--- src/hdl/dpmc_defines.svh ---
// offsets, field positions, widths and counts for the mode correction block
// assumes word-indexed register port, 32-bit data
`ifndef DPMC_DEFINES_SVH
`define DPMC_DEFINES_SVH
`define DPMC_ADDR_W         4
`define DPMC_OFF_CTRL_A     4'h0
`define DPMC_OFF_CTRL_B     4'h1
`define DPMC_OFF_STATUS     4'h2
`define DPMC_OFF_TCOUNT     4'h3
`define DPMC_OFF_SCOUNT     4'h4
`define DPMC_OFF_IRQ_STAT   4'h5
`define DPMC_OFF_IRQ_MASK   4'h6
`define DPMC_OFF_TPOS_CORR  4'h7
`define DPMC_OFF_SPOS_CORR  4'h8
`define DPMC_OFF_TPOS_BASE  4'h9
`define DPMC_OFF_SPOS_BASE  4'ha
`define DPMC_OFF_T_TARGET   4'hb
`define DPMC_OFF_S_TARGET   4'hc
`define DPMC_BIT_EMERG      0
`define DPMC_BIT_ENABLE     0
`define DPMC_BIT_LOCK       0
`define DPMC_BIT_DIR        1
`define DPMC_BIT_SWEN       31
`define DPMC_SYN_LSB        0
`define DPMC_OLD_LSB        8
`define DPMC_SYN_W          8
`define DPMC_IRQ_MISS       0
`define DPMC_IRQ_DIR        1
`define DPMC_IRQ_W          2
`define DPMC_GAPS_RELOCK    4
`endif

--- src/hdl/dpmc_pkg.sv ---
// types shared by the mode correction block
// assumes nothing beyond the defines header
package dpmc_pkg;
	typedef enum logic [1:0] {
		DPMC_PEND_NONE,
		DPMC_PEND_STATE,
		DPMC_PEND_TRIG
	} dpmc_pend_type;
endpackage : dpmc_pkg

--- src/hdl/dpmc_pos_corr.sv ---
// one position correction register with its event-driven recompute
// assumes event and write strobes on the module clock
`include "dpmc_defines.svh"
module dpmc_pos_corr #(
	parameter int W = 24
) (
	// clock and reset
	input  wire logic         i_clk_sys,
	input  wire logic         i_resetn,
	// operands
	input  wire logic [W-1:0] i_base,
	input  wire logic [W-1:0] i_incr,
	input  wire logic [W-1:0] i_target,
	input  wire logic         i_backward,
	// controls
	input  wire logic         i_calc,
	input  wire logic         i_load_base,
	input  wire logic         i_wr,
	input  wire logic [W-1:0] i_wdata,
	// result
	output logic      [W-1:0] o_value
);
	logic [W-1:0] value_ff;
	logic [W-1:0] nxt_value;
	wire  [W-1:0] delta = i_incr - i_target;
	wire  [W-1:0] calc  = i_backward ? i_base - delta : i_base + delta;
	// software write has lowest priority against hardware updates
	assign nxt_value = i_calc ? calc :
		i_load_base ? i_base :
		i_wr ? i_wdata : value_ff;
	always_ff @(posedge i_clk_sys or negedge i_resetn) begin
		if (!i_resetn) begin
			value_ff <= '0;
		end else begin
			value_ff <= nxt_value;
		end
	end
	assign o_value = value_ff;
endmodule : dpmc_pos_corr

--- src/hdl/dpmc_sync_count.sv ---
// one synchronisation-count register with its old-value field
// assumes the write strobe is already decoded for this register
`include "dpmc_defines.svh"
module dpmc_sync_count (
	// clock and reset
	input  wire logic        i_clk_sys,
	input  wire logic        i_resetn,
	// write port
	input  wire logic        i_wr,
	input  wire logic [31:0] i_wdata,
	// contents
	output logic      [31:0] o_value
);
	localparam int SW = `DPMC_SYN_W;
	logic [SW-1:0] syn_ff;
	logic [SW-1:0] old_ff;
	logic          swen_ff;
	wire           swen_new = i_wdata[`DPMC_BIT_SWEN];
	wire  [SW-1:0] syn_w    = i_wdata[`DPMC_SYN_LSB +: SW];
	wire  [SW-1:0] old_w    = i_wdata[`DPMC_OLD_LSB +: SW];
	always_ff @(posedge i_clk_sys or negedge i_resetn) begin
		if (!i_resetn) begin
			syn_ff  <= '0;
			old_ff  <= '0;
			swen_ff <= 1'b0;
		end else if (i_wr) begin
			swen_ff <= swen_new;
			// [RL7] old from write data
			if (swen_new) begin
				syn_ff <= syn_w;
				old_ff <= old_w;
			end
		end
	end
	always_comb begin
		o_value = '0;
		o_value[`DPMC_SYN_LSB +: SW] = syn_ff;
		o_value[`DPMC_OLD_LSB +: SW] = old_ff;
		o_value[`DPMC_BIT_SWEN] = swen_ff;
	end
endmodule : dpmc_sync_count

--- src/hdl/dpmc_top.sv ---
// mode correction, lock and count logic of the digital loop
// assumes event pulses come from capture logic on i_clk_sys
// Notes on behaviour
// [RL1] normal to emergency: state correction recomputed at next state slope
// [RL2] emergency to normal: trigger correction recomputed at next trigger slope
// [RL3] with no further events software writes the corrections itself
// [RL4] enable low stops loop; restart in new mode loads correction from base
// [RL5] in emergency mode a direction change clears the lock flag
// [RL6] lock flag set again after a fixed count of consecutive gaps
// [RL7] count write with sync enable loads old field from written data
// [RL8] software wanting true old value reads count then writes it back
// [RL9] each state gap raises a missing-state flag and interrupt
// [RL10] gap counter restarts on direction change or non-gap state event
//
// Chosen here: the register addresses and the plain strobed port.
`include "dpmc_defines.svh"
module dpmc_top
	import dpmc_pkg::*;
#(
	parameter int PW        = 24,
	parameter int GAP_COUNT = `DPMC_GAPS_RELOCK
) (
	// clock and reset
	input  wire logic                    i_clk_sys,
	input  wire logic                    i_resetn,
	// register port
	input  wire logic [`DPMC_ADDR_W-1:0] i_addr,
	input  wire logic [31:0]             i_wdata,
	input  wire logic                    i_wr,
	input  wire logic                    i_rd,
	output logic      [31:0]             o_rdata,
	// capture events, same clock
	input  wire logic                    i_trig_evt,
	input  wire logic                    i_state_evt,
	input  wire logic                    i_state_gap,
	input  wire logic                    i_dir_change,
	input  wire logic                    i_backward,
	input  wire logic [PW-1:0]           i_incr_count,
	// status
	output logic                         o_loop_active,
	output logic                         o_first_lock,
	output logic                         o_irq
);
	localparam int IW = `DPMC_IRQ_W;
	localparam int GW = $clog2(GAP_COUNT + 1);
	localparam logic [GW-1:0] GAP_LIM = GW'(GAP_COUNT);

	// register port decode
	wire wr_ctrl_a = i_wr && (i_addr == `DPMC_OFF_CTRL_A);
	wire wr_ctrl_b = i_wr && (i_addr == `DPMC_OFF_CTRL_B);
	wire wr_tcount = i_wr && (i_addr == `DPMC_OFF_TCOUNT);
	wire wr_scount = i_wr && (i_addr == `DPMC_OFF_SCOUNT);
	wire wr_istat  = i_wr && (i_addr == `DPMC_OFF_IRQ_STAT);
	wire wr_imask  = i_wr && (i_addr == `DPMC_OFF_IRQ_MASK);
	wire wr_tcorr  = i_wr && (i_addr == `DPMC_OFF_TPOS_CORR);
	wire wr_scorr  = i_wr && (i_addr == `DPMC_OFF_SPOS_CORR);
	wire wr_tbase  = i_wr && (i_addr == `DPMC_OFF_TPOS_BASE);
	wire wr_sbase  = i_wr && (i_addr == `DPMC_OFF_SPOS_BASE);
	wire wr_ttar   = i_wr && (i_addr == `DPMC_OFF_T_TARGET);
	wire wr_star   = i_wr && (i_addr == `DPMC_OFF_S_TARGET);

	// control state
	logic               emerg_shadow_ff;
	logic               emerg_active_ff;
	logic               enable_ff;
	logic               lock_ff;
	logic [GW-1:0]      gaps_ff;
	logic [IW-1:0]      istat_ff;
	logic [IW-1:0]      imask_ff;
	logic [PW-1:0]      tbase_ff;
	logic [PW-1:0]      sbase_ff;
	logic [PW-1:0]      ttar_ff;
	logic [PW-1:0]      star_ff;
	logic [31:0]        rdata_ff;
	dpmc_pend_type      pend_ff;
	dpmc_pend_type      nxt_pend;
	logic [GW-1:0]      nxt_gaps;
	logic               nxt_lock;
	logic [IW-1:0]      nxt_istat;
	logic [PW-1:0]      tcorr;
	logic [PW-1:0]      scorr;
	logic [31:0]        tcount;
	logic [31:0]        scount;

	wire new_emerg  = i_wdata[`DPMC_BIT_EMERG];
	wire new_enable = i_wdata[`DPMC_BIT_ENABLE];
	wire mode_flip  = wr_ctrl_a && (new_emerg != emerg_shadow_ff);
	// a mode flip while stopped is taken over at restart
	wire restart    = wr_ctrl_b && new_enable && !enable_ff;
	wire restart_flip = restart && (emerg_shadow_ff != emerg_active_ff);
	wire nxt_active = wr_ctrl_a ? new_emerg : emerg_shadow_ff;
	wire trig_in    = enable_ff && i_trig_evt;
	wire state_in   = enable_ff && i_state_evt;
	wire gap_in     = enable_ff && i_state_gap;
	wire dir_in     = enable_ff && i_dir_change;

	// [RL1] state slope recompute
	wire scalc = state_in && (pend_ff == DPMC_PEND_STATE);
	// [RL2] trigger slope recompute
	wire tcalc = trig_in && (pend_ff == DPMC_PEND_TRIG);
	// [RL4] restart loads base
	wire sload = restart_flip && emerg_shadow_ff;
	wire tload = restart_flip && !emerg_shadow_ff;

	// pending correction after a mode change while running
	always_comb begin
		nxt_pend = pend_ff;
		case (pend_ff)
			DPMC_PEND_NONE: nxt_pend = DPMC_PEND_NONE;
			DPMC_PEND_STATE: begin
				if (scalc) begin
					nxt_pend = DPMC_PEND_NONE;
				end
			end
			DPMC_PEND_TRIG: begin
				if (tcalc) begin
					nxt_pend = DPMC_PEND_NONE;
				end
			end
			default: nxt_pend = DPMC_PEND_NONE;
		endcase
		if (mode_flip && enable_ff) begin
			nxt_pend = new_emerg ? DPMC_PEND_STATE : DPMC_PEND_TRIG;
		end
		// [RL4] disable drops pending
		if (!enable_ff || restart) begin
			nxt_pend = DPMC_PEND_NONE;
		end
	end

	// lock flag and gap counter
	always_comb begin
		nxt_gaps = gaps_ff;
		nxt_lock = lock_ff;
		// [RL10] gap counter restart
		if (dir_in || (state_in && !gap_in)) begin
			nxt_gaps = '0;
		end else if (gap_in && !lock_ff && gaps_ff != GAP_LIM) begin
			nxt_gaps = gaps_ff + GW'(1);
		end
		// [RL6] relock after gaps
		if (!lock_ff && gap_in && !dir_in && gaps_ff + GW'(1) >= GAP_LIM) begin
			nxt_lock = 1'b1;
		end
		// [RL5] direction clears lock
		if (dir_in && emerg_active_ff) begin
			nxt_lock = 1'b0;
		end
		if (!enable_ff) begin
			nxt_gaps = '0;
		end
	end

	// [RL9] missing-state flag, set beats clear
	always_comb begin
		nxt_istat = istat_ff;
		if (wr_istat) begin
			nxt_istat = istat_ff & ~i_wdata[IW-1:0];
		end
		nxt_istat[`DPMC_IRQ_MISS] = nxt_istat[`DPMC_IRQ_MISS] | gap_in;
		nxt_istat[`DPMC_IRQ_DIR]  = nxt_istat[`DPMC_IRQ_DIR] | dir_in;
	end

	always_ff @(posedge i_clk_sys or negedge i_resetn) begin
		if (!i_resetn) begin
			emerg_shadow_ff <= 1'b0;
			emerg_active_ff <= 1'b0;
			enable_ff       <= 1'b0;
			pend_ff         <= DPMC_PEND_NONE;
		end else begin
			if (wr_ctrl_a) begin
				emerg_shadow_ff <= new_emerg;
			end
			if (wr_ctrl_b) begin
				enable_ff <= new_enable;
			end
			// active mode frozen while stopped, so restart can see the flip
			if (enable_ff || restart) begin
				emerg_active_ff <= nxt_active;
			end
			pend_ff <= nxt_pend;
		end
	end

	always_ff @(posedge i_clk_sys or negedge i_resetn) begin
		if (!i_resetn) begin
			lock_ff  <= 1'b1;
			gaps_ff  <= '0;
			istat_ff <= '0;
			imask_ff <= '0;
		end else begin
			lock_ff  <= nxt_lock;
			gaps_ff  <= nxt_gaps;
			istat_ff <= nxt_istat;
			if (wr_imask) begin
				imask_ff <= i_wdata[IW-1:0];
			end
		end
	end

	always_ff @(posedge i_clk_sys or negedge i_resetn) begin
		if (!i_resetn) begin
			tbase_ff <= '0;
			sbase_ff <= '0;
			ttar_ff  <= '0;
			star_ff  <= '0;
		end else begin
			if (wr_tbase) begin
				tbase_ff <= i_wdata[PW-1:0];
			end
			if (wr_sbase) begin
				sbase_ff <= i_wdata[PW-1:0];
			end
			if (wr_ttar) begin
				ttar_ff <= i_wdata[PW-1:0];
			end
			if (wr_star) begin
				star_ff <= i_wdata[PW-1:0];
			end
		end
	end

	// [RL3] software write path kept open
	dpmc_pos_corr #(
		.W (PW)
	) u_state_corr (
		.i_clk_sys   (i_clk_sys),
		.i_resetn    (i_resetn),
		.i_base      (sbase_ff),
		.i_incr      (i_incr_count),
		.i_target    (star_ff),
		.i_backward  (i_backward),
		.i_calc      (scalc),
		.i_load_base (sload),
		.i_wr        (wr_scorr),
		.i_wdata     (i_wdata[PW-1:0]),
		.o_value     (scorr)
	);

	dpmc_pos_corr #(
		.W (PW)
	) u_trig_corr (
		.i_clk_sys   (i_clk_sys),
		.i_resetn    (i_resetn),
		.i_base      (tbase_ff),
		.i_incr      (i_incr_count),
		.i_target    (ttar_ff),
		.i_backward  (i_backward),
		.i_calc      (tcalc),
		.i_load_base (tload),
		.i_wr        (wr_tcorr),
		.i_wdata     (i_wdata[PW-1:0]),
		.o_value     (tcorr)
	);

	dpmc_sync_count u_tcount (
		.i_clk_sys (i_clk_sys),
		.i_resetn  (i_resetn),
		.i_wr      (wr_tcount),
		.i_wdata   (i_wdata),
		.o_value   (tcount)
	);

	dpmc_sync_count u_scount (
		.i_clk_sys (i_clk_sys),
		.i_resetn  (i_resetn),
		.i_wr      (wr_scount),
		.i_wdata   (i_wdata),
		.o_value   (scount)
	);

	// read mux; unmapped offsets read zero
	logic [31:0] rd_mux;
	always_comb begin
		rd_mux = '0;
		case (i_addr)
			`DPMC_OFF_CTRL_A:    rd_mux[`DPMC_BIT_EMERG] = emerg_shadow_ff;
			`DPMC_OFF_CTRL_B:    rd_mux[`DPMC_BIT_ENABLE] = enable_ff;
			`DPMC_OFF_STATUS: begin
				rd_mux[`DPMC_BIT_LOCK] = lock_ff;
				rd_mux[`DPMC_BIT_DIR]  = i_backward;
			end
			`DPMC_OFF_TCOUNT:    rd_mux = tcount;
			`DPMC_OFF_SCOUNT:    rd_mux = scount;
			`DPMC_OFF_IRQ_STAT:  rd_mux[IW-1:0] = istat_ff;
			`DPMC_OFF_IRQ_MASK:  rd_mux[IW-1:0] = imask_ff;
			`DPMC_OFF_TPOS_CORR: rd_mux[PW-1:0] = tcorr;
			`DPMC_OFF_SPOS_CORR: rd_mux[PW-1:0] = scorr;
			`DPMC_OFF_TPOS_BASE: rd_mux[PW-1:0] = tbase_ff;
			`DPMC_OFF_SPOS_BASE: rd_mux[PW-1:0] = sbase_ff;
			`DPMC_OFF_T_TARGET:  rd_mux[PW-1:0] = ttar_ff;
			`DPMC_OFF_S_TARGET:  rd_mux[PW-1:0] = star_ff;
			default:             rd_mux = '0;
		endcase
	end

	// read data stands one cycle only
	always_ff @(posedge i_clk_sys or negedge i_resetn) begin
		if (!i_resetn) begin
			rdata_ff <= '0;
		end else begin
			rdata_ff <= i_rd ? rd_mux : 32'h0000_0000;
		end
	end

	assign o_rdata       = rdata_ff;
	assign o_loop_active = enable_ff;
	assign o_first_lock  = lock_ff;
	assign o_irq         = |(istat_ff & imask_ff);
endmodule : dpmc_top

--- config.mk ---
export PLATFORM = sky130hd
export DESIGN_NAME = dpmc_top
export DESIGN_NICKNAME = d
export VERILOG_FILES = /design/src/hdl/dpmc_pkg.sv /design/src/hdl/dpmc_pos_corr.sv /design/src/hdl/dpmc_sync_count.sv /design/src/hdl/dpmc_top.sv
export VERILOG_INCLUDE_DIRS = /design/src /design/src/hdl
export SDC_FILE = /design/constraint.sdc
export NUM_CORES = 1
export LEC_CHECK = 0
export BUFFER_PORTS_ARGS = -buffer_cell sky130_fd_sc_hd__buf_4
export CORE_MARGIN = 3
export CORE_UTILIZATION = 59
export CTS_BUF_LIST = sky130_fd_sc_hd__clkbuf_4 sky130_fd_sc_hd__clkbuf_8
export DETAILED_ROUTE_END_ITERATION = 10
export GPL_TIMING_DRIVEN = 1
export PLACE_DENSITY = 0.78
export SYNTH_ARGS = -nofsm -noshare
export SYNTH_HDL_FRONTEND = slang
export SYNTH_SLANG_ARGS = --single-unit
--- constraint.sdc ---
create_clock -name i_clk_sys -period 5.53 [get_ports i_clk_sys]
set_clock_uncertainty 0.2 [all_clocks]
set_input_delay 0.553 -clock i_clk_sys [delete_from_list [all_inputs] [get_ports i_clk_sys]]
set_output_delay 0.553 -clock i_clk_sys [all_outputs]
set_load 0.02 [all_outputs]
# Yosys cells after proc, flatten, opt, wreduce, memory -nomap -nowiden
# Index checks and enable logic that the tools add are counted.
# word_totals
register_bits,223
input_bits,69
word_cells,127
# classes
n_addsub,7
n_lt_le_gt_ge,1
eq_ne,20
mux,26
bitwise,5
n_reduce_logical,47
# op_table
operator,n
2-to-1 mux 24 bit,8
case mux 22 bit (8 select lines),1
subtractor 24 bit,4
adder 24 bit,2
2-to-1 mux 32 bit,1
logical AND 1 bit,31
== test 4 bit (second input constant),5
== test 4 x 3 -> 1 bit (second input constant),4
case mux 8 bit (2 select lines),1
case mux 1 bit (13 select lines),1
2-to-1 mux 2 bit,6
case mux 1 bit (11 select lines),1
2-to-1 mux 3 bit,3
== test 4 x 2 -> 1 bit (second input constant),2
inequality test 4 x 1 -> 1 bit (second input constant),2
AND reduction 2 bit,3
nonzero test 3 bit,2
zero test 1 bit,5
bitwise AND 2 bit,2
== test 4 x 1 -> 1 bit (second input constant),1
zero test 4 bit,1
case mux 2 bit (2 select lines),1
adder 3 x 1 -> 3 bit (second input constant),1
greater-or-equal comparator 3 bit (second input constant),1
11 further kinds,17

# Depth between registers and ports, before layout
# logic_depth
word_depth,8
mapped_depth,25

# Cells and area by module
# A second synthesis with hierarchy kept.
# unflattened
hier_cells,1756
area_unflattened_um2,16694.8
# by_module_without_submodules
module,n_inst,cells_per_inst,area_each_um2,seq_area_each_um2
dpmc_top,1,520,6668.9,3529.6
dpmc_pos_corr (u_trig_corr),1,573,4281.6,600.6
dpmc_pos_corr (u_state_corr),1,555,4147.7,600.6
dpmc_sync_count,2,54,798.3,425.4

# Worst setup path after synthesis
# Ideal clock, no wire load.
# synth_timing
path_kind,input to register
from,input i_incr_count[0]
to,register u_trig_corr.value_ff[23] (netlist: u_trig_corr.o_value[23])
arrival_ps,5012
required_time_ps,5226
path_slack_ps,215
stages,25
path_cell_list,inv_1 ha_1 inv_1 fa_1 a21o_1 a22oi_1 a22oi_1 xnor2_1 o2bb2ai_1 a22o_1 nand3_1 nor4_1 a21oi_1 xor2_1 ha_1 a21o_1 a31o_2 nor4b_1 nor3_1 a21oi_1 a21oi_1 o21ai_0 nand2b_1 xnor3_1 a221oi_1
# synth_via
elab_chain_cells,4
# synth_rtl
item,line_no,rtl
start: declaration,dpmc_top.sv:38,"input wire logic [PW-1:0] i_incr_count,"
subtractor 24 bit *,dpmc_pos_corr.sv:25,wire [W-1:0] delta = i_incr - i_target;
adder 24 bit / subtractor 24 bit (equally long branches),dpmc_pos_corr.sv:26,wire [W-1:0] calc = i_backward ? i_base - delta : i_base + delta;
2-to-1 mux 24 bit *,dpmc_pos_corr.sv:26,
2-to-1 mux 24 bit *,dpmc_pos_corr.sv:28,assign nxt_value = i_calc ? calc :
end signal: assignment,dpmc_pos_corr.sv:35,value_ff <= nxt_value;
end: declaration,dpmc_pos_corr.sv:23,logic [W-1:0] value_ff;
# Mark *: on every way between the ends. The rest lies on a longest branch, timed or not.
# A chain may end at the register's enable or synchronous reset.

# Worst setup path after layout
# layout_timing
from,register ttar_ff[0]
to,register u_trig_corr.value_ff[23] (netlist: u_trig_corr.o_value[23])
# layout_via
elab_chain_cells,4
# layout_rtl
item,line_no,rtl
start: declaration,dpmc_top.sv:72,logic [PW-1:0] ttar_ff;
start signal: assignment,dpmc_top.sv:215,ttar_ff <= i_wdata[PW-1:0];
subtractor 24 bit *,dpmc_pos_corr.sv:25,
adder 24 bit / subtractor 24 bit (equally long branches),dpmc_pos_corr.sv:26,
2-to-1 mux 24 bit *,dpmc_pos_corr.sv:26,
2-to-1 mux 24 bit *,dpmc_pos_corr.sv:28,
# Marks and branches as above.

==> flow_summary.ini <==
[run_status]
status = finished, final reports clean

[logic_synthesis]
synth_area_per_cell_um2 = 9.41
yosys-top-cells-area = dfrtp_1 (34%), mux2_2 (10%), ha_1 (7.7%)
ys_ff_latch = 216
synth_edf_count = 0
yosysSeqAreaShare_pct = 34.6
synth_cells = 1659
synth_area_um2 = 15600
synth_top_area_share_pct = 34.5
yosys_warnings = 0
synth.distinct_cells = 90
synth_area_leader_cell = dfrtp_1
synth_flop_cell = dfrtp_1
synthArstFlopShare_pct = 100

[sta]
rsz0062_at_grt = yes
max_freq_mhz = 184
maxSlewHeadroom_pct = 20.6
setup_viol = 0
worst_slew_pin_slew_ps = 1190
finalCritPeriodShare_pct = 98.3
hold_violations = 0
finalSetupTns_ps = 0
period_needed_ps = 5440
finalMaxSlewViolations = 0

[layout]
finalInstanceArea_um2 = 18700
drive_above_1_share_pct = 27.1
fill_cells = 1883
layout.nets = 2035
fin_util_pct = 72.9
area_delta_synth_final_pct = 19.6

[min_path]
hp-class = in2reg
hp-start = i_rd

[floorplan]
die-width_um = 169
die_h_um = 169
initial_core_util_pct = 61.0
coreArea_um2 = 25600
num_rows = 58
dieArea_um2 = 28500
pin_count = 104

[critical_path]
r2r_cells = 23
endpoint = u_trig_corr.o_value[23]
critPathRequiredTime_ps = 5760
path_class = reg2reg
start_kind = flip-flop
cp.arrival_ps = 5670
path_max_fanout = 3
reg2reg_to = u_trig_corr.o_value[23]
r2r_start = ttar_ff[0]
cp-end-kind = flip-flop
r2r_slack_ps = 90
cp-startpoint = ttar_ff[0]

[clock_network]
clock_latency_ps = 530
cts_tree = done
clkTransAtPathRegs_ps = 60
cts_root_buf = clkbuf_8
clock_sinks = 216
htreeDepth = 2
cts_made_buffers = 36
cts_buffer_depth = 3

[drt]
first_iter_violations = 1090
dr.pass1.iters = 5
post_drt_via_cell_ratio = 6.45
final_antenna_net_count = 0
avgRoutedWirePerCell_um = 22.3
vias = 14300
wirelength_mm = 49.6
drc = 0

[place]
dpl-instance-area_um2 = 17600
place.port_buffers = 89
dp_hpwl_mm = 35.0
place_congestion = 0.956

[global_routing]
grt_max_degree = 118
grt_usage_pct = 34.1
antenna_found_initial = 1
gr-total-overflow = 0
grt_pass1_wl_mm = 76.3
first_global_vias = 14000

[pwr]
power.density_nw_per_um2 = 470
leakage_nw = 8.41
vdd_ir_drop_max_v = 0.000429
power_mw = 8.78

[job]
cap_violations = 0
final cells by class:
cell class                 instances  area (um^2)  share of cell area [%]
timing repair buffer             240         1830                    9.78
sequential                       216         5410                    29.0
clock inverter                    12          185                   0.992
antenna                            1         2.50                  0.0134
multi-input combinational       1282         9830                    52.7
tap                              330          413                    2.21
clock buffer                      50          663                    3.55
inverter                          90          338                    1.81
critical path: stages (launching register included):
cell,delay (ps)
dfrtp_2,460
ha_4,150
inv_1,50
fa_2,360
a21o_1,200
buf_4,150
a221oi_4,390
xnor2_2,150
nor3b_2,230
nor3b_2,240
buf_4,150
nand3b_4,70
buf_4,130
o41a_1,470
o21bai_4,200
xnor2_1,220
ha_1,280
a31o_2,210
a21oi_1,130
o21ai_0,80
o21ai_1,140
nand2b_1,80
xnor3_1,360
a221oi_2,220
cells in the mapped netlist (48+ instances only):
master and n:
a21oi_1 132, inv_1 89, dfrtp_1 215, nor2_1 125
o21ai_0 63, xnor2_1 73, xor2_1 48, a22oi_1 60
clkbuf_1 60, mux2_2 140, ha_1 96, nand2_1 97
metal layers:
metal	vias to the layer above	global-route usage (%)	part of all wire (%)
li1	6545	-	-
met1	6975	42.6	39
met2	638	55.2	47
met3	156	5.86	7.1
met4	2	20.8	6.9
met5	-	0	0.022
cell families (layout without fill, tap and decap cells):
family / after synthesis / after routing / share of synthesized area [%]
flops: 216 / 216 / 34.6
compound gates: 485 / 485 / 20.8
buf+inv: 167 / 392 / 4.22
other cells: 1 / 8 / 0.0240
xor+xnor: 125 / 125 / 7.28
simple gates: 382 / 382 / 12.0
fa+ha+maj: 100 / 100 / 8.21
mux: 183 / 183 / 12.9
how the worst min path moves through the flow:
stage / to / slack [ps] / depth (start not counted)
after floorplan: emerg_active_ff / 60 / 0
after global placement: u_tcount.swen_ff / 260 / 1
after detailed placement: u_tcount.swen_ff / 270 / 1
after CTS: o_rdata[31] / 80 / 2
after global routing: o_rdata[31] / 90 / 2
final: o_rdata[31] / 80 / 2
cells in the final DEF, fill, tap and decap left out, types with 8 or more instances in the layout:
| cell | count |
|---|---|
| a21o_1 | 27 |
| a21oi_1 | 127 |
| a221oi_1 | 20 |
| a22o_1 | 21 |
| a22oi_1 | 60 |
| a31oi_1 | 46 |
| and2_1 | 8 |
| and3_1 | 9 |
| buf_4 | 236 |
| clkbuf_8 | 46 |
| dfrtp_1 | 213 |
| ha_1 | 95 |
| inv_1 | 88 |
| mux2_2 | 140 |
| mux2i_1 | 42 |
| nand2_1 | 95 |
| nand2b_1 | 11 |
| nand3_1 | 18 |
| nor2_1 | 122 |
| nor2b_1 | 14 |
| nor3_1 | 30 |
| nor3_2 | 9 |
| o211ai_1 | 8 |
| o21a_1 | 10 |
| o21ai_0 | 61 |
| o21ai_1 | 10 |
| o21bai_1 | 8 |
| o22ai_1 | 12 |
| or3_1 | 9 |
| xnor2_1 | 72 |
| xor2_1 | 47 |
per-stage QoR:
stage	instances	setup slack [ps]	hold slack [ps]
finish	2221	91.3	82.7
detailed placement	2150	-287	271
CTS	2215	10.2	76.7
floorplan	1665	215	57.4
global route	2220	-107	92.6
global placement	2150	-190	260
where the power goes:
group	total (mW)	leakage, nW	switching (mW)	internal (mW)
clock network	1.68	0.447	0.674	1.01
logic	4.85	5.29	2.56	2.29
registers	2.24	2.68	0.319	1.92
total	8.78	8.41	3.56	5.22
flip-flops by register name (all words and copies together), names as in the netlist:
signal	cells
sbase_ff	24
o_loop_active	1
u_state_corr.o_value	24
u_scount.old_ff	8
u_tcount.old_ff	8
tbase_ff	24
u_tcount.swen_ff	1
u_scount.swen_ff	1
gaps_ff	3
u_trig_corr.o_value	24
o_first_lock	1
u_scount.syn_ff	8
u_tcount.syn_ff	8
star_ff	24
pend_ff	2
istat_ff	2
emerg_shadow_ff	1
emerg_active_ff	1
imask_ff	2
o_rdata	25
ttar_ff	24
timing repair:
| item | CTS | global route |
|---|---|---|
| endpoints found under the hold margin | 100 | 0 |
| setup buffers | 1 | 5 |
| setup endpoints to repair | 3 | 11 |
| pin swaps | 1 | 18 |
| hold buffers | 2 | 0 |
| resized for setup | 5 | 33 |
No activity file was read; power rests on OpenSTA's default activity.
